### config.mk
export PLATFORM = sky130hd
export DESIGN_NAME = power_mode_control
export DESIGN_NICKNAME = d
export VERILOG_FILES = /design/src/verilog/bus_cycle.v /design/src/verilog/power_mode_control.v
export VERILOG_INCLUDE_DIRS = /design/src /design/src/verilog
export SDC_FILE = /design/constraint.sdc
export NUM_CORES = 1
export LEC_CHECK = 0
export ABC_AREA = 0
export BUFFER_PORTS_ARGS = -buffer_cell sky130_fd_sc_hd__buf_2
export CORE_ASPECT_RATIO = 1.25
export CORE_MARGIN = 1
export CORE_UTILIZATION = 50
export DETAILED_ROUTE_END_ITERATION = 10
export GPL_ROUTABILITY_DRIVEN = 0
export PLACE_DENSITY = 0.75
export SYNTH_ARGS = -nofsm -noshare
export SYNTH_HDL_FRONTEND = slang
export SYNTH_SLANG_ARGS = --single-unit
### constraint.sdc
create_clock -name i_clk -period 2.3 [get_ports i_clk]
set_clock_uncertainty 0.1 [all_clocks]
set_input_delay 0.46 -clock i_clk [delete_from_list [all_inputs] [get_ports i_clk]]
set_output_delay 0.46 -clock i_clk [all_outputs]
set_load 0.1 [all_outputs]
### src/verilog/power_mode_control_regs.vh
/*
  constants of the host-side power mode controller: window offsets,
  command codes, mode codes, sequence values and bus timing.
  assumes a 25 MHz host clock and an 8KB device window on a 13-bit address.
*/
`ifndef POWER_MODE_CONTROL_REGS_VH
`define POWER_MODE_CONTROL_REGS_VH

// window offsets
`define OFS_CONTROL        13'h1006
`define OFS_CONFIRM        13'h1076
`define OFS_WAKE           13'h1fff

// control values written in a sequence; confirmation is the complement
`define CTRL_VAL_RESET     16'h0000
`define CTRL_VAL_NORMAL    16'h0001
`define CTRL_VAL_POWERDOWN 16'h0002
`define WAKE_READS         3'h4

// command codes
`define CMD_READ           4'h0
`define CMD_WRITE          4'h1
`define CMD_SET_NORMAL     4'h2
`define CMD_SET_RESET      4'h3
`define CMD_POWER_DOWN     4'h4
`define CMD_WAKE_READS     4'h5
`define CMD_WAKE_BOOT      4'h6
`define CMD_RESET_PULSE    4'h7
`define CMD_RESET_HOLD     4'h8
`define CMD_RESET_RELEASE  4'h9

// device mode as tracked by the host
`define MODE_RESET         2'h0
`define MODE_NORMAL        2'h1
`define MODE_POWERDOWN     2'h2

// timing
`define CLK_PERIOD_NS      40
`define T_STROBE_NS        80
`define T_HOLD_NS          40
`define T_EXT_STROBE_NS    200
`define T_EXT_HOLD_NS      120
`define T_RESET_PULSE_NS   1000
`define NS_TO_CYC(ns)      (((ns) + `CLK_PERIOD_NS - 1) / `CLK_PERIOD_NS)

`endif

### src/verilog/bus_cycle.v
/*
  one read or write cycle on the device's standard interface:
  address setup, strobe for a given number of cycles, then hold.
  assumes start is only given while o_idle is high.
*/
`timescale 1ns/1ps
`default_nettype none

module bus_cycle (
  input  wire        i_clk,
  input  wire        i_reset,
  input  wire        i_start,
  input  wire        i_write,
  input  wire [12:0] i_addr,
  input  wire [15:0] i_wdata,
  input  wire [7:0]  i_strobe_cyc,
  input  wire [7:0]  i_hold_cyc,
  input  wire [15:0] i_data_in,
  output wire        o_ce_n,
  output wire        o_oe_n,
  output wire        o_we_n,
  output wire        o_byte_high_enable_n,
  output wire [12:0] o_addr,
  output wire [15:0] o_data_out,
  output wire        o_data_oe_n,
  output wire [15:0] o_rdata,
  output wire        o_done,
  output wire        o_idle
);

  localparam S_IDLE   = 4'b0001;
  localparam S_SETUP  = 4'b0010;
  localparam S_STROBE = 4'b0100;
  localparam S_HOLD   = 4'b1000;

  reg [3:0]  state_ff;
  reg [7:0]  cnt_ff;
  reg        write_ff;
  reg        ce_n_ff;
  reg        oe_n_ff;
  reg        we_n_ff;
  reg        bhe_n_ff;
  reg [12:0] addr_ff;
  reg [15:0] wdata_ff;
  reg        data_oe_n_ff;
  reg [15:0] rdata_ff;
  reg        done_ff;

  //////////////////////////////////////////////////////////////////////
  // cycle sequencer; idle pins sit at the rails with chip enable negated
  always @(posedge i_clk) begin
    if (i_reset) begin
      state_ff     <= S_IDLE;
      cnt_ff       <= 8'h00;
      write_ff     <= 1'b0;
      ce_n_ff      <= 1'b1;
      oe_n_ff      <= 1'b1;
      we_n_ff      <= 1'b1;
      bhe_n_ff     <= 1'b1;
      addr_ff      <= 13'h0000;
      wdata_ff     <= 16'h0000;
      data_oe_n_ff <= 1'b0;
      rdata_ff     <= 16'h0000;
      done_ff      <= 1'b0;
    end else begin
      done_ff <= 1'b0;
      case (state_ff)
        S_IDLE: begin
          if (i_start) begin
            write_ff     <= i_write;
            addr_ff      <= i_addr;
            wdata_ff     <= i_write ? i_wdata : 16'h0000;
            data_oe_n_ff <= ~i_write;
            ce_n_ff      <= 1'b0;
            bhe_n_ff     <= 1'b0;
            state_ff     <= S_SETUP;
          end
        end
        S_SETUP: begin
          oe_n_ff  <= write_ff;
          we_n_ff  <= ~write_ff;
          cnt_ff   <= i_strobe_cyc - 8'h01;
          state_ff <= S_STROBE;
        end
        S_STROBE: begin
          if (cnt_ff == 8'h00) begin
            if (!write_ff) begin
              rdata_ff <= i_data_in;
            end
            oe_n_ff  <= 1'b1;
            we_n_ff  <= 1'b1;
            cnt_ff   <= i_hold_cyc - 8'h01;
            state_ff <= S_HOLD;
          end else begin
            cnt_ff <= cnt_ff - 8'h01;
          end
        end
        S_HOLD: begin
          if (cnt_ff == 8'h00) begin
            ce_n_ff      <= 1'b1;
            bhe_n_ff     <= 1'b1;
            addr_ff      <= 13'h0000;
            wdata_ff     <= 16'h0000;
            data_oe_n_ff <= 1'b0;
            done_ff      <= 1'b1;
            state_ff     <= S_IDLE;
          end else begin
            cnt_ff <= cnt_ff - 8'h01;
          end
        end
        default: begin
          state_ff <= S_IDLE;
        end
      endcase
    end
  end

  assign o_ce_n               = ce_n_ff;
  assign o_oe_n               = oe_n_ff;
  assign o_we_n               = we_n_ff;
  assign o_byte_high_enable_n = bhe_n_ff;
  assign o_addr               = addr_ff;
  assign o_data_out           = wdata_ff;
  assign o_data_oe_n          = data_oe_n_ff;
  assign o_rdata              = rdata_ff;
  assign o_done               = done_ff;
  assign o_idle               = (state_ff == S_IDLE);

endmodule

`default_nettype wire

### src/verilog/power_mode_control.v
/*
  host-side controller that steers the flash disk device between reset,
  normal and deep power-down modes through its bus pins and reset input.
  assumes a standard (non-multiplexed) interface, inputs synchronous to i_clk,
  and a device window mapped at offset zero of o_addr.
*/
// Operation
// in reset mode the device drops writes except control and confirmation writes.
// in reset mode every register read of the device returns zero.
// host reads registers only after bringing the device into normal mode.
// standard interface input buffers are off in power-down while chip enable negated.
// multiplexed interface input buffers are off in power-down while chip enable negated.
// power-down entered by control/confirmation writes, host then holds pins at rails.
// holding reset low while in normal mode puts the device into power-down.
// releasing that held reset puts the device into reset mode.
// in power-down writes do nothing and reads return undriven data.
// power-down entry and exit leave all register values unchanged.
// four reads of offset 0x1FFF wake the device; their data is undefined.
// one lengthened boot block read also wakes the device with correct data.
// a booting host wakes the device by pulsing reset and waiting busy negated.
// a valid control then confirmation write moves the device into normal mode.
// asserting reset or power-up boot detection puts the device into reset mode.
// wake read counter restarts on any access other than a 0x1FFF read.
`timescale 1ns/1ps
`default_nettype none
`include "power_mode_control_regs.vh"

module power_mode_control (
  input  wire        i_clk,
  input  wire        i_reset,
  input  wire        i_cmd_valid,
  input  wire [3:0]  i_cmd,
  input  wire [12:0] i_cmd_addr,
  input  wire [15:0] i_cmd_wdata,
  output wire        o_cmd_ready,
  output wire        o_cmd_refused,
  output wire        o_rdata_valid,
  output wire [15:0] o_rdata,
  output wire [1:0]  o_mode,
  input  wire        i_busy_n,
  input  wire [15:0] i_data_in,
  output wire        o_ce_n,
  output wire        o_oe_n,
  output wire        o_we_n,
  output wire        o_byte_high_enable_n,
  output wire [12:0] o_addr,
  output wire [15:0] o_data_out,
  output wire        o_data_oe_n,
  output wire        o_reset_in_n
);

  localparam S_IDLE     = 5'b00001;
  localparam S_ISSUE    = 5'b00010;
  localparam S_WAIT     = 5'b00100;
  localparam S_RST_LOW  = 5'b01000;
  localparam S_RST_WAIT = 5'b10000;

  localparam [31:0] STROBE_CYC     = `NS_TO_CYC(`T_STROBE_NS);
  localparam [31:0] HOLD_CYC       = `NS_TO_CYC(`T_HOLD_NS);
  localparam [31:0] EXT_STROBE_CYC = `NS_TO_CYC(`T_EXT_STROBE_NS);
  localparam [31:0] EXT_HOLD_CYC   = `NS_TO_CYC(`T_EXT_HOLD_NS);
  localparam [31:0] RST_PULSE_CYC  = `NS_TO_CYC(`T_RESET_PULSE_NS);

  reg [4:0]  state_ff;
  reg [3:0]  cmd_ff;
  reg [12:0] addr_ff;
  reg [15:0] wdata_ff;
  reg [2:0]  step_ff;
  reg [7:0]  rst_cnt_ff;
  reg [1:0]  mode_ff;
  reg [1:0]  prior_mode_ff;
  reg        reset_n_ff;
  reg        refused_ff;
  reg        rvalid_ff;
  reg [15:0] rdata_ff;
  reg        rst_wait_ff;

  wire        cyc_done;
  wire        cyc_idle;
  wire [15:0] cyc_rdata;

  reg         seq_write;
  reg  [12:0] seq_addr;
  reg  [15:0] seq_wdata;
  reg  [2:0]  seq_len;
  reg  [15:0] ctrl_val;
  reg         accept;

  //////////////////////////////////////////////////////////////////////
  // per-step cycle of the running command
  always @* begin
    ctrl_val  = `CTRL_VAL_RESET;
    seq_write = 1'b0;
    seq_addr  = addr_ff;
    seq_wdata = wdata_ff;
    seq_len   = 3'h1;
    case (cmd_ff)
      `CMD_WRITE: begin
        seq_write = 1'b1;
      end
      `CMD_SET_NORMAL, `CMD_SET_RESET, `CMD_POWER_DOWN: begin
        if (cmd_ff == `CMD_SET_NORMAL) begin
          ctrl_val = `CTRL_VAL_NORMAL;
        end else if (cmd_ff == `CMD_POWER_DOWN) begin
          ctrl_val = `CTRL_VAL_POWERDOWN;
        end
        seq_write = 1'b1;
        seq_len   = 3'h2;
        seq_addr  = (step_ff == 3'h0) ? `OFS_CONTROL : `OFS_CONFIRM;
        seq_wdata = (step_ff == 3'h0) ? ctrl_val : ~ctrl_val;
      end
      `CMD_WAKE_READS: begin
        seq_addr = `OFS_WAKE;
        seq_len  = `WAKE_READS;
      end
      default: begin
        seq_len = 3'h1;
      end
    endcase
  end

  // reads refused outside normal mode, plain writes refused in power-down
  always @* begin
    accept = 1'b1;
    if (i_cmd == `CMD_READ && mode_ff != `MODE_NORMAL) begin
      accept = 1'b0;
    end
    if (i_cmd == `CMD_WRITE && mode_ff == `MODE_POWERDOWN) begin
      accept = 1'b0;
    end
    if (i_cmd > `CMD_RESET_RELEASE) begin
      accept = 1'b0;
    end
  end

  //////////////////////////////////////////////////////////////////////
  // command sequencer and device mode tracker
  always @(posedge i_clk) begin
    if (i_reset) begin
      state_ff      <= S_IDLE;
      cmd_ff        <= `CMD_READ;
      addr_ff       <= 13'h0000;
      wdata_ff      <= 16'h0000;
      step_ff       <= 3'h0;
      rst_cnt_ff    <= 8'h00;
      mode_ff       <= `MODE_RESET;
      prior_mode_ff <= `MODE_NORMAL;
      reset_n_ff    <= 1'b1;
      refused_ff    <= 1'b0;
      rvalid_ff     <= 1'b0;
      rdata_ff      <= 16'h0000;
      rst_wait_ff   <= 1'b0;
    end else begin
      refused_ff <= 1'b0;
      rvalid_ff  <= 1'b0;
      case (state_ff)
        S_IDLE: begin
          if (i_cmd_valid) begin
            if (!accept) begin
              refused_ff <= 1'b1;
            end else if (i_cmd == `CMD_RESET_PULSE) begin
              reset_n_ff <= 1'b0;
              rst_cnt_ff <= RST_PULSE_CYC[7:0] - 8'h01;
              state_ff   <= S_RST_LOW;
            end else if (i_cmd == `CMD_RESET_HOLD) begin
              reset_n_ff <= 1'b0;
              if (mode_ff == `MODE_NORMAL) begin
                mode_ff <= `MODE_POWERDOWN;
              end else if (mode_ff != `MODE_POWERDOWN) begin
                mode_ff <= `MODE_RESET;
              end
            end else if (i_cmd == `CMD_RESET_RELEASE) begin
              reset_n_ff <= 1'b1;
              mode_ff    <= `MODE_RESET;
            end else begin
              cmd_ff   <= i_cmd;
              addr_ff  <= i_cmd_addr;
              wdata_ff <= i_cmd_wdata;
              step_ff  <= 3'h0;
              state_ff <= S_ISSUE;
            end
          end
        end
        S_ISSUE: begin
          state_ff <= S_WAIT;
        end
        S_WAIT: begin
          if (cyc_done) begin
            if (step_ff + 3'h1 == seq_len) begin
              state_ff <= S_IDLE;
              case (cmd_ff)
                `CMD_READ: begin
                  rdata_ff  <= cyc_rdata;
                  rvalid_ff <= 1'b1;
                end
                `CMD_SET_NORMAL: begin
                  mode_ff <= `MODE_NORMAL;
                end
                `CMD_SET_RESET: begin
                  mode_ff <= `MODE_RESET;
                end
                `CMD_POWER_DOWN: begin
                  prior_mode_ff <= mode_ff;
                  mode_ff       <= `MODE_POWERDOWN;
                end
                `CMD_WAKE_READS, `CMD_WAKE_BOOT: begin
                  if (mode_ff == `MODE_POWERDOWN) begin
                    mode_ff <= prior_mode_ff;
                  end
                  if (cmd_ff == `CMD_WAKE_BOOT) begin
                    rdata_ff  <= cyc_rdata;
                    rvalid_ff <= 1'b1;
                  end
                end
                default: begin
                  mode_ff <= mode_ff;
                end
              endcase
            end else begin
              step_ff  <= step_ff + 3'h1;
              state_ff <= S_ISSUE;
            end
          end
        end
        S_RST_LOW: begin
          if (rst_cnt_ff == 8'h00) begin
            reset_n_ff  <= 1'b1;
            rst_wait_ff <= 1'b1;
            mode_ff     <= `MODE_RESET;
            state_ff    <= S_RST_WAIT;
          end else begin
            rst_cnt_ff <= rst_cnt_ff - 8'h01;
          end
        end
        S_RST_WAIT: begin
          if (i_busy_n) begin
            rst_wait_ff <= 1'b0;
            state_ff    <= S_IDLE;
          end
        end
        default: begin
          state_ff <= S_IDLE;
        end
      endcase
    end
  end

  //////////////////////////////////////////////////////////////////////
  // bus cycle engine; chip enable stays negated between cycles
  bus_cycle u_bus_cycle (
    .i_clk                (i_clk),
    .i_reset              (i_reset),
    .i_start              (state_ff == S_ISSUE),
    .i_write              (seq_write),
    .i_addr               (seq_addr),
    .i_wdata              (seq_wdata),
    .i_strobe_cyc         ((cmd_ff == `CMD_WAKE_BOOT) ? EXT_STROBE_CYC[7:0] : STROBE_CYC[7:0]),
    .i_hold_cyc           ((cmd_ff == `CMD_WAKE_BOOT) ? EXT_HOLD_CYC[7:0] : HOLD_CYC[7:0]),
    .i_data_in            (i_data_in),
    .o_ce_n               (o_ce_n),
    .o_oe_n               (o_oe_n),
    .o_we_n               (o_we_n),
    .o_byte_high_enable_n (o_byte_high_enable_n),
    .o_addr               (o_addr),
    .o_data_out           (o_data_out),
    .o_data_oe_n          (o_data_oe_n),
    .o_rdata              (cyc_rdata),
    .o_done               (cyc_done),
    .o_idle               (cyc_idle)
  );

  assign o_cmd_ready   = (state_ff == S_IDLE) && cyc_idle && !rst_wait_ff;
  assign o_cmd_refused = refused_ff;
  assign o_rdata_valid = rvalid_ff;
  assign o_rdata       = rdata_ff;
  assign o_mode        = mode_ff;
  assign o_reset_in_n  = reset_n_ff;

endmodule

`default_nettype wire

Word level (Yosys, flattened, before mapping)
Index checks and enable logic that the tools add are counted.
- bitwise operators: 12
- add/subtract/negate cells: 5
- equal/unequal tests: 48
- multipliers: 0
- shift operators: 0
- order comparisons: 1
- div/mod/pow operators: 0
- reduce and logical (&&, ||, !) cells: 39
- muxes and demuxes: 87
- operators with widths (kind ; number):
    $mux 16 ; 7
    $pmux 16 s2 ; 2
    $pmux 13 s2 ; 2
    $mux 8 ; 6
    $mux 5 ; 8
    $mux 2 ; 15
    $ne 2x2->1 const B ; 14
    $mux 13 ; 2
    $pmux 5 s5 ; 1
    $mux 3 ; 8
    $pmux 8 s3 ; 1
    $eq 4x3->1 const B ; 5
    $mux 1 ; 18
    $logic_not 8->1 ; 2
    $not 16->16 ; 1
    $pmux 4 s4 ; 1
    $pmux 8 s2 ; 1
    $sub 8x1->8 const B ; 2
    $reduce_and 5->1 ; 3
    $pmux 1 s2 ; 7
    $eq 4x1->1 const B ; 3
    $eq 4x2->1 const B ; 3
    $eq 4x4->1 const B ; 3
    $mux 4 ; 3
    37 further kinds ; 74
- flip-flop bits (word level): 136
- output and inout bits: 56
- memory bits (read-only): 0
- bits in writable memories: 0
- latch bits: 0
- bits of input ports: 53
- memories kept: 0

Logic depth before layout (Yosys ltp)
Gate-level depths: netlist of the first run.
- depth after elaboration: 10
- mapped depth: 9
- depth with buffers taken out: 7

Cells and area by module
Synthesis of the first run repeated with hierarchy kept, for this count alone.
- cells, all modules: 805
- area, all modules: 6421.2 µm²
- modules (own cells, without submodules) (module ; cells each ; instances ; area each (µm²)):
    power_mode_control ; 439 ; 1 ; 3507.1
    bus_cycle ; 366 ; 1 ; 2914.0

Worst setup path after synthesis of the first run
Ideal clock, no wire load.
- path kind: reg2out
- start point: register u_bus_cycle.state_ff[1]
- end point: output o_cmd_ready
- cell stages (with the launch flop): 4
- data required time: 1.740 ns
- slack: -1.388 ns
- data arrival time: 3.128 ns
- path buffers: 1
- path through: dfxtp_1 > buf_2 > or4b_1 > nor3_1
- cells in the longest elaborated chain, start to end: 3
- RTL lines (element ; line ; text):
    start, declared ; bus_cycle.v:36 ; reg [3:0] state_ff;
    start signal, assigned ; bus_cycle.v:53 ; state_ff <= S_IDLE;
    start signal, assigned ; bus_cycle.v:76 ; state_ff <= S_SETUP;
    start signal, assigned ; bus_cycle.v:83 ; state_ff <= S_STROBE;
    $eq 4x1->1 ; bus_cycle.v:127 ; assign o_idle = (state_ff == S_IDLE);
    $logic_and 1x1->1 (2 in a row) ; power_mode_control.v:272 ; assign o_cmd_ready = (state_ff == S_IDLE) && cyc_idle && !rst_wait_ff;
    end, declared ; power_mode_control.v:35 ; output wire o_cmd_ready,
Every way passes these cells.

Worst setup path after layout of the first run
- start point: register step_ff[1]
- end point: register rdata_ff[1] (netlist: o_rdata[1])
- cells in the longest elaborated chain, start to end: 3
- RTL lines (element ; line ; text):
    start, declared ; power_mode_control.v:68 ; reg [2:0] step_ff;
    start signal, assigned ; power_mode_control.v:220 ; step_ff <= step_ff + 3'h1;
    $add 3x1->3 ; power_mode_control.v:189 ; if (step_ff + 3'h1 == seq_len) begin
    $eq 3x3->1 ; power_mode_control.v:189 ;
    $reduce_and 5->1 (no line) ; n/a ;
    end signal, assigned ; power_mode_control.v:193 ; rdata_ff <= cyc_rdata;
    end signal, assigned ; power_mode_control.v:211 ; rdata_ff <= cyc_rdata;
    end, declared ; power_mode_control.v:75 ; reg [15:0] rdata_ff;
Every way passes these cells.
A chain may end at the register's enable or synchronous reset.

==> impl_metrics.py, run 1 <==
metrics = {
    "outcome": {
        "outcome": "finished with violations",
        "violations_in_the_final_reports": "setup timing",
    },
    "synthesis": {
        "synth_compound_gate_area_share": 0.198,
        "post_synth_design_cell_area_um2": 6110,
        "syn_avg_cell_area_um2": 8.27,
        "synth-simple-area-share": 0.253,
        "netlist_top_cells_area": "sky130_fd_sc_hd__dfxtp_1 45%, sky130_fd_sc_hd__nand2_1 9.9%, sky130_fd_sc_hd__a21oi_1 7.9%",
        "yosys.area_share.xor_xnor": 0.0129,
        "synth_top_cell_by_area": "sky130_fd_sc_hd__dfxtp_1",
        "synth_fp_nets": 798,
        "ys_async_sr_fraction": 0,
        "seq_area_frac_synth": 0.445,
        "synth-main-ff-cell": "sky130_fd_sc_hd__dfxtp_1",
        "synth_top_area_frac": 0.445,
        "synth_edf_count": 0,
        "ys_seq_elements": 136,
        "synthCells": 739,
        "synth-adder-area-share": 0.0139,
        "yosys_warnings": 0,
        "dominant_combinational_cell_family_by_area_after_synthesis": "simple AND/OR/NAND/NOR gates",
        "netlist-cell-type-count": 72,
        "muxShareOfSynthArea": 0.0328,
    },
    "worst_setup_path": {
        "r2r_setup_slack_ns": -0.01,
        "worstReg2RegStart": "step_ff[1]$_SDFFE_PP0P_",
        "r2r-end": "o_rdata[1]$_SDFFE_PP0P_",
        "startpoint_type": "flip-flop",
        "setup_crit_path_kind": "reg -> reg",
        "worst-endpoint-arrival_ns": 2.57,
        "highest_fanout_seen_on_the_critical_path": 8,
        "cp-end-kind": "flip-flop",
        "ff2ff_path_depth": 8,
        "cp.required_ns": 2.56,
        "worst_setup_path_startpoint": "step_ff[1]$_SDFFE_PP0P_",
    },
    "worst_hold_path": {
        "min_path_type": "in -> reg",
        "hold_path_start": "i_cmd_wdata[11]",
        "worstHoldPathCells": 3,
        "worstHoldEndpoint": "wdata_ff[11]$_SDFFE_PP0P_",
    },
    "power": {
        "pwr-share-comb": 0.115,
        "power.total_mw": 6.07,
        "power.sequential.fraction": 0.403,
        "p_per_area_nw_per_um2": 765,
        "clock_power_share": 0.482,
        "internal_power_mw": 4.54,
        "leakage_nw": 3.05,
        "p_sw_mw": 1.53,
        "power_switching_share": 0.252,
        "irDropWorstVdd_uv": 509,
    },
    "place": {
        "io_buffer_count": 108,
        "dp_hpwl_mm": 11.2,
    },
    "sta": {
        "timing.slew.headroom": 0.588,
        "maxSlewViolCount": 0,
        "setup-violations-final": 6,
        "setup_ws_ns": -0.0117,
        "min_period_ns": 2.31,
        "final_total_negative_setup_slack_ns": -0.0440,
        "timing.final.crit_share": 1.01,
        "rsz0062_at_grt": "yes",
        "number_of_failing_hold_endpoints_at_the_final_stage": 0,
        "achievable-frequency_ghz": 0.433,
        "tightestPinTransition_ns": 0.612,
    },
    "clock_tree": {
        "worst_skew_pair.late_latency_ns": 0.44,
        "clk_pin_slew_worst_paths_ns": 0.06,
        "cts_root_buf": "sky130_fd_sc_hd__clkbuf_16",
        "tritoncts": "yes",
        "post_cts_hold_buffer_count": 0,
        "cts_sinks": 136,
        "cts-htree-levels": 4,
        "clock_tree.buffer_depth": 2,
        "cts_buffers": 17,
    },
    "global_route": {
        "grt_first_pass_wirelength_mm": 26.6,
        "antenna_found_initial": 0,
        "groute.usage.overall": 0.265,
        "grt_max_degree": 68,
        "first_global_vias": 5798,
        "grt_overflow_total": 0,
    },
    "detailed_routing": {
        "wirelength_per_cell_um": 15.8,
        "drcViolationCount": 0,
        "detailroute.via_count": 5914,
        "number_of_nets_with_antenna_violations_after_routing": 0,
        "drt_first_iter_violations": 380,
        "drtPass1Iterations": 5,
        "post_drt_via_cell_ratio": 5.66,
        "detail_route.wirelength_mm": 16.5,
    },
    "cells_and_area": {
        "layout-drive-gt1-share": 0.275,
        "num_antenna_cells": 0,
        "area_growth_syn_to_layout_pct": 29.8,
        "final_net_count": 930,
        "n_fill_cell": 939,
    },
    "die": {
        "die_y_um": 126,
        "core_region_area_um2": 11800,
        "placement_rows": 44,
        "chipWidth_um": 101,
        "die_area_um2": 12700,
        "io-pin-count": 109,
        "initial_utilization": 0.519,
    },
    "run": {
        "cap_viol_max_count": 0,
    },
}
[worst max path at each step]
| stage | end | slack, ns | depth (start not counted) |
|---|---|---|---|
| 2_1_floorplan | o_cmd_ready | -0.1 | 3 |
| 3_3_place_gp | u_bus_cycle.o_rdata[11]$_SDFFE_PP0P_ | 0.11 | 8 |
| 3_5_place_dp | u_bus_cycle.o_rdata[9]$_SDFFE_PP0P_ | -0.02 | 8 |
| 4_1_cts | o_cmd_ready | -0.04 | 3 |
| 5_1_grt | o_rdata[1]$_SDFFE_PP0P_ | -0.08 | 8 |
| 6_report | o_rdata[1]$_SDFFE_PP0P_ | -0.01 | 8 |
[placed cells by master, fill, tap and decap left out, types with 7 or more instances in the layout]
| cell type | Yosys | layout |
|---|---|---|
| sky130_fd_sc_hd__or3_1 | 8 | 8 |
| sky130_fd_sc_hd__nor3_1 | 21 | 20 |
| sky130_fd_sc_hd__nand3_1 | 7 | 7 |
| sky130_fd_sc_hd__buf_4 | 1 | 43 |
| sky130_fd_sc_hd__a21oi_1 | 96 | 95 |
| sky130_fd_sc_hd__buf_2 | 9 | 106 |
| sky130_fd_sc_hd__nor2_1 | 55 | 55 |
| sky130_fd_sc_hd__nand2_1 | 162 | 161 |
| sky130_fd_sc_hd__dfxtp_2 | 0 | 10 |
| sky130_fd_sc_hd__clkbuf_16 | 0 | 18 |
| sky130_fd_sc_hd__o211ai_1 | 20 | 20 |
| sky130_fd_sc_hd__mux2i_1 | 20 | 20 |
| sky130_fd_sc_hd__nand2b_1 | 10 | 10 |
| sky130_fd_sc_hd__dfxtp_1 | 136 | 123 |
| sky130_fd_sc_hd__o21ai_0 | 18 | 17 |
| sky130_fd_sc_hd__buf_12 | 0 | 7 |
| sky130_fd_sc_hd__a2bb2oi_1 | 9 | 9 |
| sky130_fd_sc_hd__nor2b_1 | 8 | 8 |
| sky130_fd_sc_hd__a211oi_1 | 8 | 8 |
[power groups by stage]
stage                     clock, mW  combinational, mW  sequential, mW
final                          2.93              0.697            2.44
after global routing           3.05              0.750            2.45
after CTS                      2.94              0.677            2.44
after detailed placement          0              0.659            2.49
after global placement            0              0.643            2.49
after floorplan                   0              0.419            2.50
[logic make-up after synthesis]
family / Yosys count
fa+ha+maj: 7
buf+inv: 58
xor+xnor: 9
compound gates: 190
flops: 136
mux: 20
simple gates: 319
[routing by layer]
layer / global-route usage / vias up / share of wire
li1: - / 2863 / -
met1: 0.308 / 2809 / 0.41
met2: 0.447 / 196 / 0.50
met5: 0 / - / 0
met3: 0.0683 / 46 / 0.056
met4: 0.132 / 0 / 0.032
[state kept, by name, indices dropped and copies added, names as in the netlist, 8 cells and up]
name and count:
u_bus_cycle.o_addr 13, o_rdata 16, addr_ff 13, rst_cnt_ff 8, wdata_ff 16, u_bus_cycle.o_data_out 16
u_bus_cycle.o_rdata 16, u_bus_cycle.cnt_ff 8
[worst max-delay path, stage by stage, from the launching register on]
cell	delay, ns
sky130_fd_sc_hd__dfxtp_2	0.38
sky130_fd_sc_hd__inv_2	0.06
sky130_fd_sc_hd__ha_4	0.29
sky130_fd_sc_hd__inv_4	0.03
sky130_fd_sc_hd__a21o_1	0.16
sky130_fd_sc_hd__a221o_2	0.41
sky130_fd_sc_hd__nor3_4	0.37
sky130_fd_sc_hd__clkbuf_16	0.24
sky130_fd_sc_hd__mux2i_1	0.18
[synth_stat cells, drive strengths merged (2+ instances only)]
cell / instances
a2111oi: 3
a211oi: 8
a21o: 3
a21oi: 96
a221oi: 2
a2bb2oi: 9
a311oi: 2
a31oi: 4
and2: 5
and3: 2
buf: 14
clkbuf: 34
dfxtp: 136
ha: 6
inv: 9
mux2i: 20
nand2: 162
nand2b: 10
nand3: 7
nand3b: 3
nor2: 56
nor2b: 8
nor3: 24
nor3b: 4
nor4: 7
nor4b: 5
o2111ai: 2
o211a: 2
o211ai: 20
o21a: 5
o21ai: 19
o221a: 2
o311ai: 3
or2: 3
or3: 8
or3b: 2
or4b: 6
xnor2: 5
xor2: 4
[area by class of cell]
type | count | area [µm²] | area share
clock inverter | 13 | 191 | 0.0241
sequential | 136 | 2750 | 0.346
multi-input combinational | 545 | 3250 | 0.409
inverter | 10 | 42.5 | 0.00536
timing repair buffer | 161 | 1060 | 0.134
clock buffer | 19 | 443 | 0.0558
tap | 161 | 201 | 0.0254
[per-stage QoR]
stage          cells  utilization  setup slack (ns)  hold slack [ns]  cell area [µm²]
2_1_floorplan    739            -           -0.0958            0.332             6140
3_3_place_gp    1008        0.604             0.109            0.337             7110
3_5_place_dp    1008        0.604           -0.0171            0.344             7110
4_1_cts         1042        0.661           -0.0374            0.152             7790
5_1_grt         1045        0.674           -0.0816            0.170             7940
6_report        1045        0.674           -0.0117            0.164             7940
[what timing repair did]
item / in CTS / in global routing
cloned: 0 / 1
gates resized for setup: 10 / 30
pin swaps: 3 / 7
buffers inserted: 3 / 2
setup endpoints to repair: 18 / 52
Power figures use the tool's default switching activity.
==> inputs of run 2 (changes only) <==
--- a/config.mk
+++ b/config.mk
@@ -13,7 +13,9 @@
 export CORE_UTILIZATION = 50
 export DETAILED_ROUTE_END_ITERATION = 10
 export GPL_ROUTABILITY_DRIVEN = 0
-export PLACE_DENSITY = 0.75
+export PLACE_DENSITY_LB_ADDON = 0.08
+export SETUP_SLACK_MARGIN = 0.3
+export SKIP_CTS_REPAIR_TIMING = 1
 export SYNTH_ARGS = -nofsm -noshare
 export SYNTH_HDL_FRONTEND = slang
 export SYNTH_SLANG_ARGS = --single-unit
==> run 2 against run 1 <==
Effect of this change: the run still ends with setup timing left; register-to-register slack about the same; utilization up 9.1 points; sequential cell count unchanged; critical endpoint is now o_cmd_ready; global-route usage down 0.25 points; sequential power about the same; routed wire length up 14%; die area unchanged; largest cell class unchanged; cell count up 3.3%; first-iteration DRC count down 25%; power up 0.57%.
==> impl_metrics.py, run 2 (synthesized netlist as in run 1, its figures left out) <==
metrics = {
    "sta": {
        "tightestPinTransition_ns": 0.930,
        "achievable-frequency_ghz": 0.420,
        "maxSlewViolCount": 0,
        "rsz0062_at_grt": "yes",
        "min_period_ns": 2.38,
        "timing.final.crit_share": 1.03,
        "timing.slew.headroom": 0.377,
        "setup_ws_ns": -0.0786,
        "number_of_failing_hold_endpoints_at_the_final_stage": 0,
        "final_total_negative_setup_slack_ns": -0.105,
        "setup-violations-final": 7,
    },
    "outcome": {
        "violations_in_the_final_reports": "setup timing",
        "outcome": "finished with violations",
    },
    "power": {
        "power.total_mw": 6.10,
        "pwr-share-comb": 0.144,
        "power.sequential.fraction": 0.400,
        "irDropWorstVdd_uv": 594,
        "p_per_area_nw_per_um2": 677,
        "leakage_nw": 3.38,
        "clock_power_share": 0.456,
        "power_switching_share": 0.258,
        "p_sw_mw": 1.58,
        "internal_power_mw": 4.53,
    },
    "worst_setup_path": {
        "worst-endpoint-arrival_ns": 1.82,
        "startpoint_type": "flip-flop",
        "critical_path.cell_chain": "nor4_4 -> nand2_2 -> buf_6 -> nor3_4 -> buf_12",
        "cp_slowest_cell": "sky130_fd_sc_hd__dfxtp_4",
        "highest_fanout_seen_on_the_critical_path": 4,
        "worst_path_max_stage_delay_ns": 0.36,
        "cp-end-kind": "output pin",
        "setup_crit_path_kind": "reg -> out",
        "cp.required_ns": 1.74,
    },
    "cells_and_area": {
        "mostFrequentLayoutCell": "sky130_fd_sc_hd__nand2_1",
        "layout.area.seq_um2": 2770,
        "final_net_count": 964,
        "most_frequent_cells_in_the_layout": "138 x sky130_fd_sc_hd__nand2_1, 117 x sky130_fd_sc_hd__dfxtp_1, 106 x sky130_fd_sc_hd__buf_2",
        "n_fill_cell": 844,
        "multi_input_area_um2": 3910,
        "layout-drive-gt1-share": 0.423,
        "num_antenna_cells": 0,
        "area_growth_syn_to_layout_pct": 47.4,
    },
    "global_route": {
        "groute.usage.overall": 0.262,
        "grt_max_degree": 64,
        "antenna_found_initial": 0,
        "grt_overflow_total": 0,
        "first_global_vias": 5746,
        "grt_first_pass_wirelength_mm": 26.5,
    },
    "detailed_routing": {
        "top_routing_layer_in_use": "met4",
        "dr_wl_met3_mm": 1.03,
        "routed_met2_length_mm": 9.67,
        "drt_first_iter_violations": 284,
        "met1_length_mm": 7.61,
        "detail_route.wirelength_mm": 18.8,
        "detailroute.via_count": 6201,
        "drcViolationCount": 0,
        "wirelength_per_cell_um": 17.4,
        "number_of_nets_with_antenna_violations_after_routing": 0,
        "drtPass1Iterations": 5,
        "post_drt_via_cell_ratio": 5.75,
    },
    "die": {
        "chipWidth_um": 101,
        "placement_rows": 44,
        "io-pin-count": 109,
        "die_y_um": 126,
        "initial_utilization": 0.519,
        "die_area_um2": 12700,
        "core_region_area_um2": 11800,
    },
    "clock_tree": {
        "cts_buffers": 17,
        "tritoncts": "yes",
        "clock_tree.buffer_depth": 2,
        "cts-htree-levels": 4,
        "cts_root_buf": "sky130_fd_sc_hd__clkbuf_16",
        "clk_pin_slew_worst_paths_ns": 0.06,
        "cts_sinks": 136,
        "worst_skew_pair.late_latency_ns": 0.42,
    },
    "worst_hold_path": {
        "min_path_type": "in -> reg",
    },
    "run": {
        "cap_viol_max_count": 0,
    },
    "place": {
        "io_buffer_count": 108,
        "dp_hpwl_mm": 10.8,
        "place_worst_setup_slack_ns": 0.0458,
    },
}
-- run 2: cell count changes in the layout (fill, tap and decap cells not counted), sizes merged --
cell,before,now
clkinv,4,7
a2bb2oi,9,10
buf,160,189
clkbuf,20,25
inv,12,10
bufinv,4,3
clkinvlp,3,2
-- run 2: cell type report --
type	count	share of cell area
Timing Repair Buffer	194	0.164
Inverter	10	0.00472
Clock buffer	20	0.0507
Sequential cell	136	0.308
Clock inverter	12	0.0164
Tap cell	161	0.0224
Multi-Input combinational cell	546	0.434
-- run 2: metrics by stage --
stage,utilization,instance area [µm²],instances,hold slack (ns)
after floorplan,-,6260,739,0.332
after global placement,0.605,7120,998,0.337
after detailed placement,0.605,7120,998,0.343
after CTS,0.656,7730,1030,0.169
after global routing,0.765,9010,1079,0.174
final,0.765,9010,1079,0.179
-- run 2: power by group through the flow --
| stage | registers, mW | logic (mW) | clock network (mW) |
|---|---|---|---|
| detailed placement | 2.49 | 0.640 | 0 |
| global route | 2.45 | 0.936 | 2.90 |
| floorplan | 2.50 | 0.432 | 0 |
| finish | 2.44 | 0.881 | 2.78 |
| CTS | 2.44 | 0.648 | 2.79 |
| global placement | 2.49 | 0.630 | 0 |
-- run 2: final timing paths --
check	from	endpoint	slack [ns]	cells past startpoint
max	state_ff[3]$_SDFFE_PP0P_	o_cmd_ready	-0.08	5
min	i_cmd_addr[12]	addr_ff[12]$_SDFFE_PP0P_	0.18	3
max reg2reg	cmd_ff[1]$_SDFFE_PP0P_	o_rdata[7]$_SDFFE_PP0P_	-0.01	7
min reg2reg	u_bus_cycle.o_data_out[13]$_SDFFE_PP0P_	u_bus_cycle.o_data_out[13]$_SDFFE_PP0P_	0.35	2
-- run 2: worst max-delay path, delay by kind of cell (launching register included) --
kind | cells | cell delay, ns
and+or+nand+nor | 3 | 0.69
buffers and inverters | 2 | 0.35
DFF | 1 | 0.36
-- run 2: routing by layer --
layer,up-vias,GRT usage
met1,3012,0.311
met2,196,0.446
met4,0,0.115
met3,48,0.0633
met5,-,0
li1,2945,-
==> inputs of run 3 (changes only) <==
--- a/config.mk
+++ b/config.mk
@@ -8,9 +8,10 @@
 export LEC_CHECK = 0
 export ABC_AREA = 0
 export BUFFER_PORTS_ARGS = -buffer_cell sky130_fd_sc_hd__buf_2
+export CAP_MARGIN = 20
 export CORE_ASPECT_RATIO = 1.25
 export CORE_MARGIN = 1
-export CORE_UTILIZATION = 50
+export CORE_UTILIZATION = 56
 export DETAILED_ROUTE_END_ITERATION = 10
 export GPL_ROUTABILITY_DRIVEN = 0
 export PLACE_DENSITY_LB_ADDON = 0.08
==> constraint.sdc (replaced) <==
create_clock -name i_clk -period 2.69 [get_ports i_clk]
set_clock_uncertainty 0.1 [all_clocks]
set_input_delay 0.538 -clock i_clk [delete_from_list [all_inputs] [get_ports i_clk]]
set_output_delay 0.538 -clock i_clk [all_outputs]
set_load 0.1 [all_outputs]
==> run 3 against run 2 <==
Effect of this change: the flow now finishes without violations; sequential cell count unchanged; largest cell class unchanged; clock power decreased by 18%; count of clock-buffer cells in the layout decreased by 1; via count decreased by 8.0%; non-clock buffer count decreased by 64; global-route usage increased by 1.8 points; combinational power decreased by 42%; routed wire length decreased by 18%; register-to-register slack improved by 0.38 ns; cell count decreased by 8.7%.
==> impl_metrics.py, run 3 (synthesized netlist as in run 1, its figures left out) <==
metrics = {
    "sta": {
        "rsz0062_at_grt": "yes",
        "timing.slew.headroom": 0.568,
        "setup-violations-final": 0,
        "achievable-frequency_ghz": 0.401,
        "number_of_failing_hold_endpoints_at_the_final_stage": 0,
        "tightestPinTransition_ns": 0.639,
        "maxSlewViolCount": 0,
        "min_period_ns": 2.50,
        "timing.final.crit_share": 0.928,
    },
    "worst_setup_path": {
        "ff2ff_path_depth": 7,
        "r2r-end": "o_mode[1]$_SDFFE_PP0P_",
        "setup_crit_path_kind": "reg -> out",
        "r2r_setup_slack_ns": 0.37,
        "critPathTopFamily": "simple AND/OR/NAND/NOR gates",
        "worst_path_max_stage_delay_ns": 0.61,
        "worstReg2RegStart": "rst_cnt_ff[0]$_SDFFE_PP0P_",
        "critical_path.cell_chain": "or4b_4 -> nor3_4 -> buf_12",
        "cp.required_ns": 2.05,
        "startpoint_type": "flip-flop",
        "worst-endpoint-arrival_ns": 1.86,
        "cp_slowest_cell": "sky130_fd_sc_hd__or4b_4",
        "cp-end-kind": "output pin",
        "highest_fanout_seen_on_the_critical_path": 14,
        "worst-path-buf-inv": 1,
    },
    "detailed_routing": {
        "drcViolationCount": 0,
        "drtPass1Iterations": 5,
        "detail_route.wirelength_mm": 15.4,
        "post_drt_via_cell_ratio": 5.79,
        "detailroute.via_count": 5703,
        "wirelength_per_cell_um": 15.6,
        "drt_first_iter_violations": 309,
        "number_of_nets_with_antenna_violations_after_routing": 0,
    },
    "global_route": {
        "groute.usage.overall": 0.280,
        "grt_max_degree": 44,
        "first_global_vias": 5317,
        "grt_first_pass_wirelength_mm": 24.9,
        "grt_overflow_total": 0,
        "antenna_found_initial": 0,
    },
    "die": {
        "core_region_area_um2": 10600,
        "initial_utilization": 0.576,
        "chipWidth_um": 95.4,
        "die_y_um": 119,
        "placement_rows": 42,
        "io-pin-count": 109,
        "die_area_um2": 11300,
    },
    "place": {
        "io_buffer_count": 108,
        "placedCellCount": 951,
        "dp_hpwl_mm": 10.4,
    },
    "cells_and_area": {
        "num_antenna_cells": 0,
        "stdcell_count": 985,
        "area_growth_syn_to_layout_pct": 22.6,
        "final_net_count": 899,
        "layout.core_utilization": 0.706,
        "layout-drive-gt1-share": 0.239,
        "most_frequent_cells_in_the_layout": "161 x sky130_fd_sc_hd__nand2_1, 129 x sky130_fd_sc_hd__dfxtp_1, 106 x sky130_fd_sc_hd__buf_2",
        "mostFrequentLayoutCell": "sky130_fd_sc_hd__nand2_1",
    },
    "clock_tree": {
        "worst_skew_pair.late_latency_ns": 0.42,
        "cts_root_buf": "sky130_fd_sc_hd__clkbuf_16",
        "cts_sinks": 136,
        "tritoncts": "yes",
        "clock_tree.buffer_depth": 2,
        "clk_pin_slew_worst_paths_ns": 0.06,
        "cts-htree-levels": 4,
        "cts_buffers": 17,
    },
    "run": {
        "cap_viol_max_count": 0,
    },
    "power": {
        "p_per_area_nw_per_um2": 655,
        "power.total_mw": 4.91,
        "irDropWorstVdd_uv": 373,
        "leakage_nw": 2.86,
    },
    "worst_hold_path": {
        "hold_path_start": "i_cmd_wdata[9]",
        "worstHoldPathCells": 3,
        "min_path_type": "in -> reg",
        "worstHoldEndpoint": "wdata_ff[9]$_SDFFE_PP0P_",
    },
    "outcome": {
        "outcome": "finished clean",
    },
}
-- run 3: cell types whose count changed in the layout (fill, tap and decap cells not counted), sizes merged --
cell      before  now
a2bb2oi       10    9
buf          189  130
bufinv         3    1
clkbuf        25   19
clkinv         7    4
clkinvlp       2    3
inv           10   15
-- run 3: routing by layer --
metal	GRT usage	share of wire
met1	0.347	0.43
met2	0.456	0.49
met3	0.0650	0.052
met4	0.123	0.028
met5	0	0
-- run 3: stage by stage --
stage / cell area (µm²) / hold slack (ns) / TNS [ns] / setup slack, ns
after CTS: 7390 / 0.247 / -0.0564 / -0.0564
after global routing: 7490 / 0.253 / 0 / 0.112
final: 7490 / 0.245 / 0 / 0.194
after detailed placement: 6810 / 0.344 / 0 / 0.194
after global placement: 6810 / 0.337 / 0 / 0.230
after floorplan: 6130 / 0.332 / 0 / 0.173
-- run 3: how the worst max path moves through the flow --
stage                     slack (ns)                            startpoint                                 end  depth (start not counted)
after floorplan                 0.17  u_bus_cycle.state_ff[1]$_SDFFE_PP0P_                         o_cmd_ready                          3
after global placement          0.23  u_bus_cycle.state_ff[3]$_SDFFE_PP0P_  u_bus_cycle.o_addr[6]$_SDFFE_PP0P_                          5
after detailed placement        0.19  u_bus_cycle.state_ff[3]$_SDFFE_PP0P_  u_bus_cycle.o_addr[5]$_SDFFE_PP0P_                          5
after CTS                      -0.06              state_ff[1]$_SDFFE_PP0P_                         o_cmd_ready                          4
after global routing            0.11              state_ff[1]$_SDFFE_PP0P_                         o_cmd_ready                          4
final                           0.19  u_bus_cycle.state_ff[2]$_SDFFE_PP0P_                         o_cmd_ready                          3
-- run 3: layout make-up --
cell class	count	area, µm²
Clock inverter	13	134
Timing Repair Buffer	130	748
Tap cell	132	165
Fill cell	882	3120
Inverter	10	37.5
Multi-Input combinational cell	545	3220
Sequential cell	136	2730
Clock buffer	19	453
-- run 3: report_power, final --
part	switching, mW	internal [mW]
Combinational	0.321	0.191
Sequential	0.0487	2.06
Clock	0.945	1.34
Total	1.31	3.59
-- run 3: worst register-to-register path, stage by stage, from the launching register on --
cell	delay (ns)
sky130_fd_sc_hd__dfxtp_1	0.35
sky130_fd_sc_hd__inv_1	0.09
sky130_fd_sc_hd__ha_1	0.15
sky130_fd_sc_hd__or4b_1	0.49
sky130_fd_sc_hd__o211ai_1	0.40
sky130_fd_sc_hd__o21ai_2	0.16
sky130_fd_sc_hd__a2111oi_4	0.28
sky130_fd_sc_hd__mux2i_1	0.23
